[config.mk]
export PLATFORM = sky130hd
export DESIGN_NAME = cpu_status_pointer_stack_regs
export DESIGN_NICKNAME = d
export VERILOG_FILES = /design/src/hw/csp_pkg.sv /design/src/hw/csp_unit_if.sv /design/src/hw/csp_flag_unit.sv /design/src/hw/csp_stack_unit.sv /design/src/hw/cpu_status_pointer_stack_regs.sv
export VERILOG_INCLUDE_DIRS = /design/src /design/src/hw
export SDC_FILE = /design/constraint.sdc
export NUM_CORES = 1
export LEC_CHECK = 0
export ABC_CLOCK_PERIOD_IN_PS = 4600
export BUFFER_PORTS_ARGS = -buffer_cell sky130_fd_sc_hd__buf_2
export CAP_MARGIN = 15
export CORE_UTILIZATION = 25
export DETAILED_ROUTE_END_ITERATION = 8
export GPL_TIMING_DRIVEN = 0
export PLACE_DENSITY_LB_ADDON = 0.12
export SETUP_SLACK_MARGIN = 0.1
export SYNTH_ARGS = -nofsm -noshare
export SYNTH_HDL_FRONTEND = slang
export SYNTH_HIERARCHICAL = 1
export SYNTH_SLANG_ARGS = --single-unit
[constraint.sdc]
create_clock -name sys_clk -period 4.6 [get_ports sys_clk]
set_input_delay 0.69 -clock sys_clk [delete_from_list [all_inputs] [get_ports sys_clk]]
set_output_delay 0.69 -clock sys_clk [all_outputs]
set_load 0.1 [all_outputs]
[src/hw/csp_cfg.svh]
// register offsets, bit positions, reset values and limits of the core status block
`ifndef CSP_CFG_SVH
`define CSP_CFG_SVH

// ----------------------------------------------------------------------------
// special function register offsets
// ----------------------------------------------------------------------------
`define CSP_ADDR_SPL    8'h81
`define CSP_ADDR_DPL    8'h82
`define CSP_ADDR_DPH    8'h83
`define CSP_ADDR_POWER_CONTROL   8'h87
`define CSP_ADDR_SPH    8'hB7
`define CSP_ADDR_STACK_BOUNDARY_CONTROL  8'hBF
`define CSP_ADDR_PSW    8'hD0
`define CSP_BIT_PSW_BASE 5'h1A

// ----------------------------------------------------------------------------
// field positions
// ----------------------------------------------------------------------------
`define CSP_PSW_CY      7
`define CSP_PSW_AC      6
`define CSP_PSW_F0      5
`define CSP_PSW_RS_HI   4
`define CSP_PSW_RS_LO   3
`define CSP_PSW_OV      2
`define CSP_PSW_F1      1
`define CSP_PSW_PAR     0
`define CSP_POWER_CONTROL_BAUD   7
`define CSP_SPH_ORG_HI  5
`define CSP_SPH_ORG_LO  3
`define CSP_SPH_SP_HI   2
`define CSP_ST_WL_HI    7
`define CSP_ST_WL_LO    3
`define CSP_ST_RST_SEL  2
`define CSP_ST_ENABLE   1
`define CSP_ST_FLAG     0

// ----------------------------------------------------------------------------
// reset values and write masks
// ----------------------------------------------------------------------------
`define CSP_RST_PSW     8'h00
`define CSP_RST_POWER_CONTROL    8'h00
`define CSP_RST_DPL     8'h00
`define CSP_RST_DPH     8'h00
`define CSP_RST_SPL     8'h00
`define CSP_RST_SPH     8'h09
`define CSP_RST_STACK_BOUNDARY_CONTROL   8'h00
`define CSP_MASK_SPH    8'h3F
`define CSP_MASK_PSW    8'hFE
`define CSP_STACK_TOP   11'h7FF
`define CSP_BANK_BYTES  3

`endif

[src/hw/csp_pkg.sv]
// types and shared functions of the core status, pointer and stack registers
`include "csp_cfg.svh"
package csp_pkg;

  typedef enum logic [2:0] {
    CSP_OP_NONE = 3'b000,
    CSP_OP_ADD  = 3'b001,
    CSP_OP_ADDC = 3'b010,
    CSP_OP_SUBB = 3'b011,
    CSP_OP_MUL  = 3'b100,
    CSP_OP_DIV  = 3'b101
  } csp_alu_op_t;

  typedef struct packed {
    logic [7:0]  program_status_word;
    logic [7:0]  power_control;
    logic [7:0]  data_pointer_low;
    logic [7:0]  data_pointer_high;
    logic [7:0]  spl;
    logic [7:0]  stack_pointer_high;
    logic [7:0]  stack_boundary_control;
    logic [7:0]  rdata;
    logic        rvalid;
    logic        rhit;
    logic        stk_irq;
    logic        stk_rst;
    logic        stk_wr;
    logic        stk_rd;
    logic [10:0] stk_addr;
  } csp_state_t;

  // even parity over the accumulator plus this bit
  function automatic logic csp_parity(input logic [7:0] v);
    return ^v;
  endfunction

  function automatic logic csp_is_bank(input logic [7:0] a, input logic [7:0] b);
    return a == b;
  endfunction

endpackage

[src/hw/csp_unit_if.sv]
// signals between the register top and its flag and stack helpers
`timescale 1ns/100ps
`default_nettype none
interface csp_unit_if;
  import csp_pkg::*;
  csp_alu_op_t op;
  logic        cy;
  logic        ac;
  logic        ov;
  logic [7:0]  psw_cur;
  logic [7:0]  psw_arith;
  logic [10:0] sp_cur;
  logic [2:0]  origin;
  logic [4:0]  waterline;
  logic        guard_en;
  logic        push;
  logic        pop;
  logic [10:0] sp_next;
  logic        move;
  logic        level_hit;
  logic        violation;

  modport top_flag  (output op, cy, ac, ov, psw_cur, input psw_arith);
  modport flag      (input op, cy, ac, ov, psw_cur, output psw_arith);
  modport top_stack (output sp_cur, origin, waterline, guard_en, push, pop,
                     input sp_next, move, level_hit, violation);
  modport stack     (input sp_cur, origin, waterline, guard_en, push, pop,
                     output sp_next, move, level_hit, violation);
endinterface
`default_nettype wire

[src/hw/csp_flag_unit.sv]
// arithmetic flag update of the program status word
`timescale 1ns/100ps
`default_nettype none
module csp_flag_unit
  import csp_pkg::*;
(
  csp_unit_if.flag u
);

  always_comb begin
    u.psw_arith = u.psw_cur;
    case (u.op)
      CSP_OP_ADD, CSP_OP_ADDC: begin
        u.psw_arith[`CSP_PSW_CY] = u.cy;
        u.psw_arith[`CSP_PSW_AC] = u.ac;
        u.psw_arith[`CSP_PSW_OV] = u.ov;
      end
      CSP_OP_SUBB, CSP_OP_MUL, CSP_OP_DIV: begin
        u.psw_arith[`CSP_PSW_CY] = u.cy;
        u.psw_arith[`CSP_PSW_OV] = u.ov;
      end
      default: begin
        u.psw_arith = u.psw_cur;
      end
    endcase
  end

endmodule
`default_nettype wire

[src/hw/csp_stack_unit.sv]
// stack pointer step, waterline compare and boundary check
`timescale 1ns/100ps
`default_nettype none
module csp_stack_unit
  import csp_pkg::*;
(
  csp_unit_if.stack u
);

  logic [10:0] base;
  logic [10:0] level_next;
  logic        over;
  logic        under;

  always_comb begin
    base  = {u.origin, 8'h00};
    over  = u.push && (u.sp_cur == `CSP_STACK_TOP);
    under = u.pop && (u.sp_cur == base);
    u.violation = u.guard_en && (over || under);
    u.move      = (u.push || u.pop) && !u.violation;
    u.sp_next   = u.push ? u.sp_cur + 11'h001 : u.sp_cur - 11'h001;
    level_next  = u.sp_next - base;
    u.level_hit = u.push && u.move && (level_next > {3'h0, u.waterline, 3'h0});
  end

endmodule
`default_nettype wire

[src/hw/cpu_status_pointer_stack_regs.sv]
// core status word, power control, data pointer, stack pointer and stack guard registers
//
// Functional notes
// - carry bit 7 follows add, add-with-carry, subtract, multiply, divide.
// - auxiliary carry bit 6 follows add and add-with-carry only.
// - status bits 5 and 1 are user flags, untouched by arithmetic.
// - overflow bit 2 follows add, add-with-carry, subtract, multiply, divide.
// - status bit 0 keeps accumulator plus parity bit even.
// - power control bit 7 doubles serial baud rate, resets low.
// - pointer low byte holds pointer bits 7:0, resets low.
// - pointer high byte holds pointer upper byte, resets low.
// - 16-bit pointer is high byte over low byte.
// - stack low register holds stack address bits 7:0, resets low.
// - stack high bits 2:0 hold stack address 10:8, reset 001.
// - stack high bits 5:3 hold stack origin 10:8, reset 001.
// - guard register bits 7:3 hold waterline setting, reset low.
// - violation raises interrupt if guard bit 2 low, reset if high.
// - guard bit 1 enables boundary checking, resets low.
// - guard bit 0 is the waterline flag, resets low.
// - push increments then writes; pop reads then decrements.
// - four eight-register banks occupy the first 32 data bytes.
`timescale 1ns/100ps
`default_nettype none
module cpu_status_pointer_stack_regs
  import csp_pkg::*;
(
  input  wire logic        sys_clk,
  input  wire logic        resetn,
  input  wire logic [7:0]  sfr_addr,
  input  wire logic        sfr_wr,
  input  wire logic        sfr_rd,
  input  wire logic [7:0]  sfr_wdata,
  output logic      [7:0]  sfr_rdata,
  output logic             sfr_rvalid,
  output logic             sfr_rhit,
  input  wire logic        bit_wr,
  input  wire logic [7:0]  bit_addr,
  input  wire logic        bit_wdata,
  input  wire logic [7:0]  acc,
  input  wire csp_alu_op_t alu_op,
  input  wire logic        alu_cy,
  input  wire logic        alu_ac,
  input  wire logic        alu_ov,
  input  wire logic        data_pointer_word_load,
  input  wire logic        data_pointer_word_inc,
  input  wire logic [15:0] data_pointer_word_wdata,
  output logic      [15:0] data_pointer_bits,
  input  wire logic        push,
  input  wire logic        pop,
  output logic      [10:0] stack_addr,
  output logic             stack_wr,
  output logic             stack_rd,
  input  wire logic [2:0]  reg_index,
  output logic      [4:0]  reg_addr,
  output logic      [1:0]  bank_sel,
  output logic             baud_doubler,
  output logic             stack_irq,
  output logic             stack_rst
);

  csp_state_t  s_q;
  csp_state_t  s_d;
  csp_unit_if  u ();
  logic [15:0] dp_inc;

  // ----------------------------------------------------------------------------
  // helpers
  // ----------------------------------------------------------------------------
  csp_flag_unit  flag_i  (.u (u.flag));
  csp_stack_unit stack_i (.u (u.stack));

  assign u.op        = alu_op;
  assign u.cy        = alu_cy;
  assign u.ac        = alu_ac;
  assign u.ov        = alu_ov;
  assign u.psw_cur   = s_q.program_status_word;
  assign u.sp_cur    = {s_q.stack_pointer_high[`CSP_SPH_SP_HI:0], s_q.spl};
  assign u.origin    = s_q.stack_pointer_high[`CSP_SPH_ORG_HI:`CSP_SPH_ORG_LO];
  assign u.waterline = s_q.stack_boundary_control[`CSP_ST_WL_HI:`CSP_ST_WL_LO];
  assign u.guard_en  = s_q.stack_boundary_control[`CSP_ST_ENABLE];
  assign u.push      = push;
  assign u.pop       = pop && !push;
  assign dp_inc      = {s_q.data_pointer_high, s_q.data_pointer_low} + 16'h0001;

  // ----------------------------------------------------------------------------
  // next state
  // ----------------------------------------------------------------------------
  always_comb begin
    s_d         = s_q;
    s_d.rvalid  = 1'b0;
    s_d.rhit    = 1'b0;
    s_d.stk_irq = 1'b0;
    s_d.stk_rst = 1'b0;
    s_d.stk_wr  = 1'b0;
    s_d.stk_rd  = 1'b0;

    // arithmetic flags first; a direct write to the status word overrides them
    s_d.program_status_word = u.psw_arith;

    // data pointer as a 16-bit unit
    if (data_pointer_word_load) begin
      {s_d.data_pointer_high, s_d.data_pointer_low} = data_pointer_word_wdata;
    end else if (data_pointer_word_inc) begin
      {s_d.data_pointer_high, s_d.data_pointer_low} = dp_inc;
    end

    // stack movement
    if (u.move) begin
      s_d.spl                     = u.sp_next[7:0];
      s_d.stack_pointer_high[`CSP_SPH_SP_HI:0]   = u.sp_next[10:8];
      // push writes at the incremented top, pop reads the old top
      s_d.stk_addr = push ? u.sp_next : u.sp_cur;
      s_d.stk_wr   = push;
      s_d.stk_rd   = !push;
    end
    if (u.violation) begin
      s_d.stk_irq = !s_q.stack_boundary_control[`CSP_ST_RST_SEL];
      s_d.stk_rst = s_q.stack_boundary_control[`CSP_ST_RST_SEL];
    end

    // direct byte writes
    if (sfr_wr) begin
      if (csp_is_bank(sfr_addr, `CSP_ADDR_PSW)) begin
        // user flags and bank select take software's value
        s_d.program_status_word = sfr_wdata & `CSP_MASK_PSW;
      end else if (csp_is_bank(sfr_addr, `CSP_ADDR_POWER_CONTROL)) begin
        s_d.power_control = sfr_wdata;
      end else if (csp_is_bank(sfr_addr, `CSP_ADDR_DPL)) begin
        s_d.data_pointer_low = sfr_wdata;
      end else if (csp_is_bank(sfr_addr, `CSP_ADDR_DPH)) begin
        s_d.data_pointer_high = sfr_wdata;
      end else if (csp_is_bank(sfr_addr, `CSP_ADDR_SPL)) begin
        s_d.spl = sfr_wdata;
      end else if (csp_is_bank(sfr_addr, `CSP_ADDR_SPH)) begin
        s_d.stack_pointer_high = sfr_wdata & `CSP_MASK_SPH;
      end else if (csp_is_bank(sfr_addr, `CSP_ADDR_STACK_BOUNDARY_CONTROL)) begin
        // flag can only be cleared by software
        s_d.stack_boundary_control[7:1] = sfr_wdata[7:1];
        s_d.stack_boundary_control[`CSP_ST_FLAG] = s_q.stack_boundary_control[`CSP_ST_FLAG] & sfr_wdata[`CSP_ST_FLAG];
      end
    end

    // bit-addressed writes to the status word
    if (bit_wr && (bit_addr[7:3] == `CSP_BIT_PSW_BASE)) begin
      s_d.program_status_word[bit_addr[2:0]] = bit_wdata;
    end

    // waterline crossing beats a software clear in the same cycle
    if (u.level_hit) begin
      s_d.stack_boundary_control[`CSP_ST_FLAG] = 1'b1;
    end

    // parity is always recomputed from the accumulator
    s_d.program_status_word[`CSP_PSW_PAR] = csp_parity(acc);

    // registered read data
    if (sfr_rd) begin
      s_d.rvalid = 1'b1;
      s_d.rhit   = 1'b1;
      if (csp_is_bank(sfr_addr, `CSP_ADDR_PSW)) begin
        s_d.rdata = {s_q.program_status_word[7:1], csp_parity(acc)};
      end else if (csp_is_bank(sfr_addr, `CSP_ADDR_POWER_CONTROL)) begin
        s_d.rdata = s_q.power_control;
      end else if (csp_is_bank(sfr_addr, `CSP_ADDR_DPL)) begin
        s_d.rdata = s_q.data_pointer_low;
      end else if (csp_is_bank(sfr_addr, `CSP_ADDR_DPH)) begin
        s_d.rdata = s_q.data_pointer_high;
      end else if (csp_is_bank(sfr_addr, `CSP_ADDR_SPL)) begin
        s_d.rdata = s_q.spl;
      end else if (csp_is_bank(sfr_addr, `CSP_ADDR_SPH)) begin
        s_d.rdata = s_q.stack_pointer_high;
      end else if (csp_is_bank(sfr_addr, `CSP_ADDR_STACK_BOUNDARY_CONTROL)) begin
        s_d.rdata = s_q.stack_boundary_control;
      end else begin
        s_d.rdata = 8'h00;
        s_d.rhit  = 1'b0;
      end
    end
  end

  // ----------------------------------------------------------------------------
  // state register
  // ----------------------------------------------------------------------------
  always_ff @(posedge sys_clk) begin
    if (!resetn) begin
      s_q          <= '0;
      s_q.program_status_word      <= `CSP_RST_PSW;
      s_q.power_control     <= `CSP_RST_POWER_CONTROL;
      s_q.data_pointer_low      <= `CSP_RST_DPL;
      s_q.data_pointer_high      <= `CSP_RST_DPH;
      s_q.spl      <= `CSP_RST_SPL;
      s_q.stack_pointer_high      <= `CSP_RST_SPH;
      s_q.stack_boundary_control    <= `CSP_RST_STACK_BOUNDARY_CONTROL;
      s_q.stk_addr <= 11'h000;
    end else begin
      s_q <= s_d;
    end
  end

  // ----------------------------------------------------------------------------
  // outputs
  // ----------------------------------------------------------------------------
  assign sfr_rdata         = s_q.rdata;
  assign sfr_rvalid        = s_q.rvalid;
  assign sfr_rhit          = s_q.rhit;
  assign data_pointer_bits = {s_q.data_pointer_high, s_q.data_pointer_low};
  assign stack_addr        = s_q.stk_addr;
  assign stack_wr          = s_q.stk_wr;
  assign stack_rd          = s_q.stk_rd;
  assign stack_irq         = s_q.stk_irq;
  assign stack_rst         = s_q.stk_rst;
  assign baud_doubler      = s_q.power_control[`CSP_POWER_CONTROL_BAUD];
  assign bank_sel          = s_q.program_status_word[`CSP_PSW_RS_HI:`CSP_PSW_RS_LO];
  assign reg_addr          = {bank_sel, reg_index};
  // stack level flag is bit 0 of the guard register, read back above

endmodule
`default_nettype wire

==> flow_summary.json <==
{
  "status": "complete, no violations",
  "setup-tns-final_ps": 0,
  "drt-total-wl_um": 19400,
  "finalPower_w": 0.00257,
  "grt_pass1_wl_um": 29100,
  "max-vdd-ir-drop_v": 0.000164,
  "layout.nets": 868,
  "grt_pass1_vias": 4805,
  "holdCritStartpoint": "stack_addr[3]$_SDFFE_PN0P_",
  "ctsHoldBuffers": 0,
  "hold_path.class": "flop to flop",
  "path_buf_inv": 3,
  "path_clk_slew_ps": 60,
  "post_drt_wl_per_cell_um": 18.2,
  "antenna_left": 0,
  "wl_met1_um": 9800,
  "slew_viol_final": 0,
  "netlist_area_mm2": 0.00560,
  "rows": 54,
  "crit_type": "primary input to flop",
  "worst_slew_pin_slew_ps": 867,
  "place_area_mm2": 0.00649,
  "cap_violations": 0,
  "yosysWarnings": 6,
  "syn-num-nets": 748,
  "top_layer": "met4",
  "final_area_mm2": 0.00680,
  "die_y_um": 152,
  "drive_above_1_share": 0.272,
  "area_growth_pct": 21.5,
  "route.met2.wl_um": 8200,
  "grt.overflow.total": 0,
  "dieArea_mm2": 0.0230,
  "drc": 0,
  "initial_core_util": 0.256,
  "crit_path_cell_trace": "buf_2, inv_1, fa_1, a211oi_1, o21bai_1, a21oi_1, o21bai_2, xnor2_1, ha_1, inv_1, fa_1, xnor2_1, nand4_1, a31oi_1, o21ai_0, a41oi_1",
  "drt_iter0_drc": 316,
  "syn_inst": 662,
  "fmax_mhz": 259,
  "period_needed_ps": 3870,
  "avgSynthCellArea_um2": 8.46,
  "place.gp.congestion": 0.824,
  "start_kind": "primary input",
  "n_antenna_cell": 0,
  "rr_startpoint": "s_q[41]$_SDFF_PN0_",
  "setup_viol": 0,
  "path_delay_family": "compound AO/OA/AOI/OAI gates",
  "slew-limit-headroom": 0.421,
  "fin_crit_sh": 0.841,
  "crit_slowest_cell": "fa_1",
  "cts_tree": "yes",
  "wl_met3_um": 1180,
  "num-fill-cells": 2369,
  "required_ps": 4880,
  "cts.sinks": 78,
  "vias": 5286,
  "p_per_area_mw_per_mm2": 378,
  "hpwlAfterDp_um": 14900,
  "reg2reg_depth": 14,
  "r2r-end": "s_q[25]$_SDFFE_PN0P_",
  "numCtsBuffers": 9,
  "min_delay_path_depth": 2,
  "grt_usage": 0.172,
  "cts.root.buffer_cell": "clkbuf_16",
  "firstDrtPassIters": 5,
  "cp_max_fo": 10,
  "cts_setup_buffers": 0,
  "grt_setup_unrepaired": "false",
  "grt_start_max_net_pins": 16,
  "worst_setup_path_end_kind": "flop",
  "regToRegSetupSlack_ps": 960,
  "ctsResizeCount": 0,
  "core_area_mm2": 0.0219,
  "clk_latency_ps": 350,
  "arrival_ps": 4140,
  "cpPeakStageDelay_ps": 480,
  "vias_per_cell": 4.95,
  "port_buffers": 109,
  "cts.htree.levels": 3,
  "pin_count": 116,
  "hold_viol_final": 0,
  "clockBufferDepth": 2,
  "hold_slack_ps": 488,
  "die_w_um": 152,
  "grt_antenna_before_repair": 0,
  "leakagePower_nw": 3.03,
  "finClkSkew_ps": 3.15,
  "min_to": "stack_addr[3]$_SDFFE_PN0P_"
}
[worst register-to-register path, delay by kind of cell, from the launching register on]
kind	cells	cell delay, ps
flops	1	450
compound gates	7	1490
fa+ha+maj	3	1080
buf+inv	1	50
simple gates	1	130
xor+xnor	2	370
[area by class of cell]
cell class / count / area, um^2 / area share
clock buffer: 9 / 225 / 0.0331
inverter: 18 / 67.6 / 0.00994
tap: 280 / 350 / 0.0515
sequential: 78 / 1560 / 0.230
timing repair buffer: 109 / 546 / 0.0802
multi-input combinational: 480 / 3430 / 0.504
clock inverter: 7 / 80.1 / 0.0118
buffer: 86 / 544 / 0.0800
[where the power goes]
group | total [W] | switching [W] | internal, W
Sequential | 0.000826 | 0.0000933 | 0.000733
Clock | 0.000754 | 0.000327 | 0.000427
Combinational | 0.000990 | 0.000628 | 0.000362
Total | 0.00257 | 0.00105 | 0.00152
[how the worst max path moves through the flow]
| stage | slack (ps) | cells after the start | startpoint | end |
|---|---|---|---|---|
| finish | 730 | 16 | push | s_q[25]$_SDFFE_PN0P_ |
| global route | 490 | 16 | push | s_q[25]$_SDFFE_PN0P_ |
| CTS | 710 | 16 | push | s_q[25]$_SDFFE_PN0P_ |
| detailed placement | 350 | 16 | push | s_q[25]$_SDFFE_PN0P_ |
| global placement | 270 | 16 | push | s_q[25]$_SDFFE_PN0P_ |
| floorplan | 1090 | 15 | push | s_q[25]$_SDFFE_PN0P_ |
[cell usage in the layout, fill, tap and decap left out, types with 10 or more instances in the layout]
| cell type | instances |
|---|---|
| nor4_1 | 10 |
| nand2_1 | 36 |
| buf_2 | 118 |
| dfxtp_1 | 78 |
| nor2_1 | 74 |
| nor3_1 | 13 |
| a211oi_1 | 23 |
| xnor2_1 | 24 |
| o31ai_1 | 11 |
| buf_4 | 47 |
| clkbuf_1 | 22 |
| nand4_1 | 17 |
| o21ai_0 | 13 |
| nand3_1 | 14 |
| nand2b_1 | 17 |
| ha_1 | 17 |
| inv_1 | 18 |
| a21oi_1 | 15 |
| mux2i_1 | 57 |
[sequential cells by signal, indices dropped and copies added (netlist names), 7 cells and up]
signal	flops
sfr_rdata	8
u.psw_cur	7
data_pointer_bits	16
s_q	29
stack_addr	11
[metal layers]
metal  track usage  vias to the layer above
li1              -                     2624
met1         0.256                     2480
met2         0.253                      168
met3        0.0305                       14
met4        0.0411                        0
met5             0                        -
[per-stage QoR]
stage                     cells   util  setup slack, ps
after global routing       1067  0.311              492
after global placement     1051  0.297              270
after CTS                  1067  0.311              708
final                      1067  0.311              733
after detailed placement   1051  0.297              354
after floorplan             662      -             1090
(Power assumes the default switching activity.)
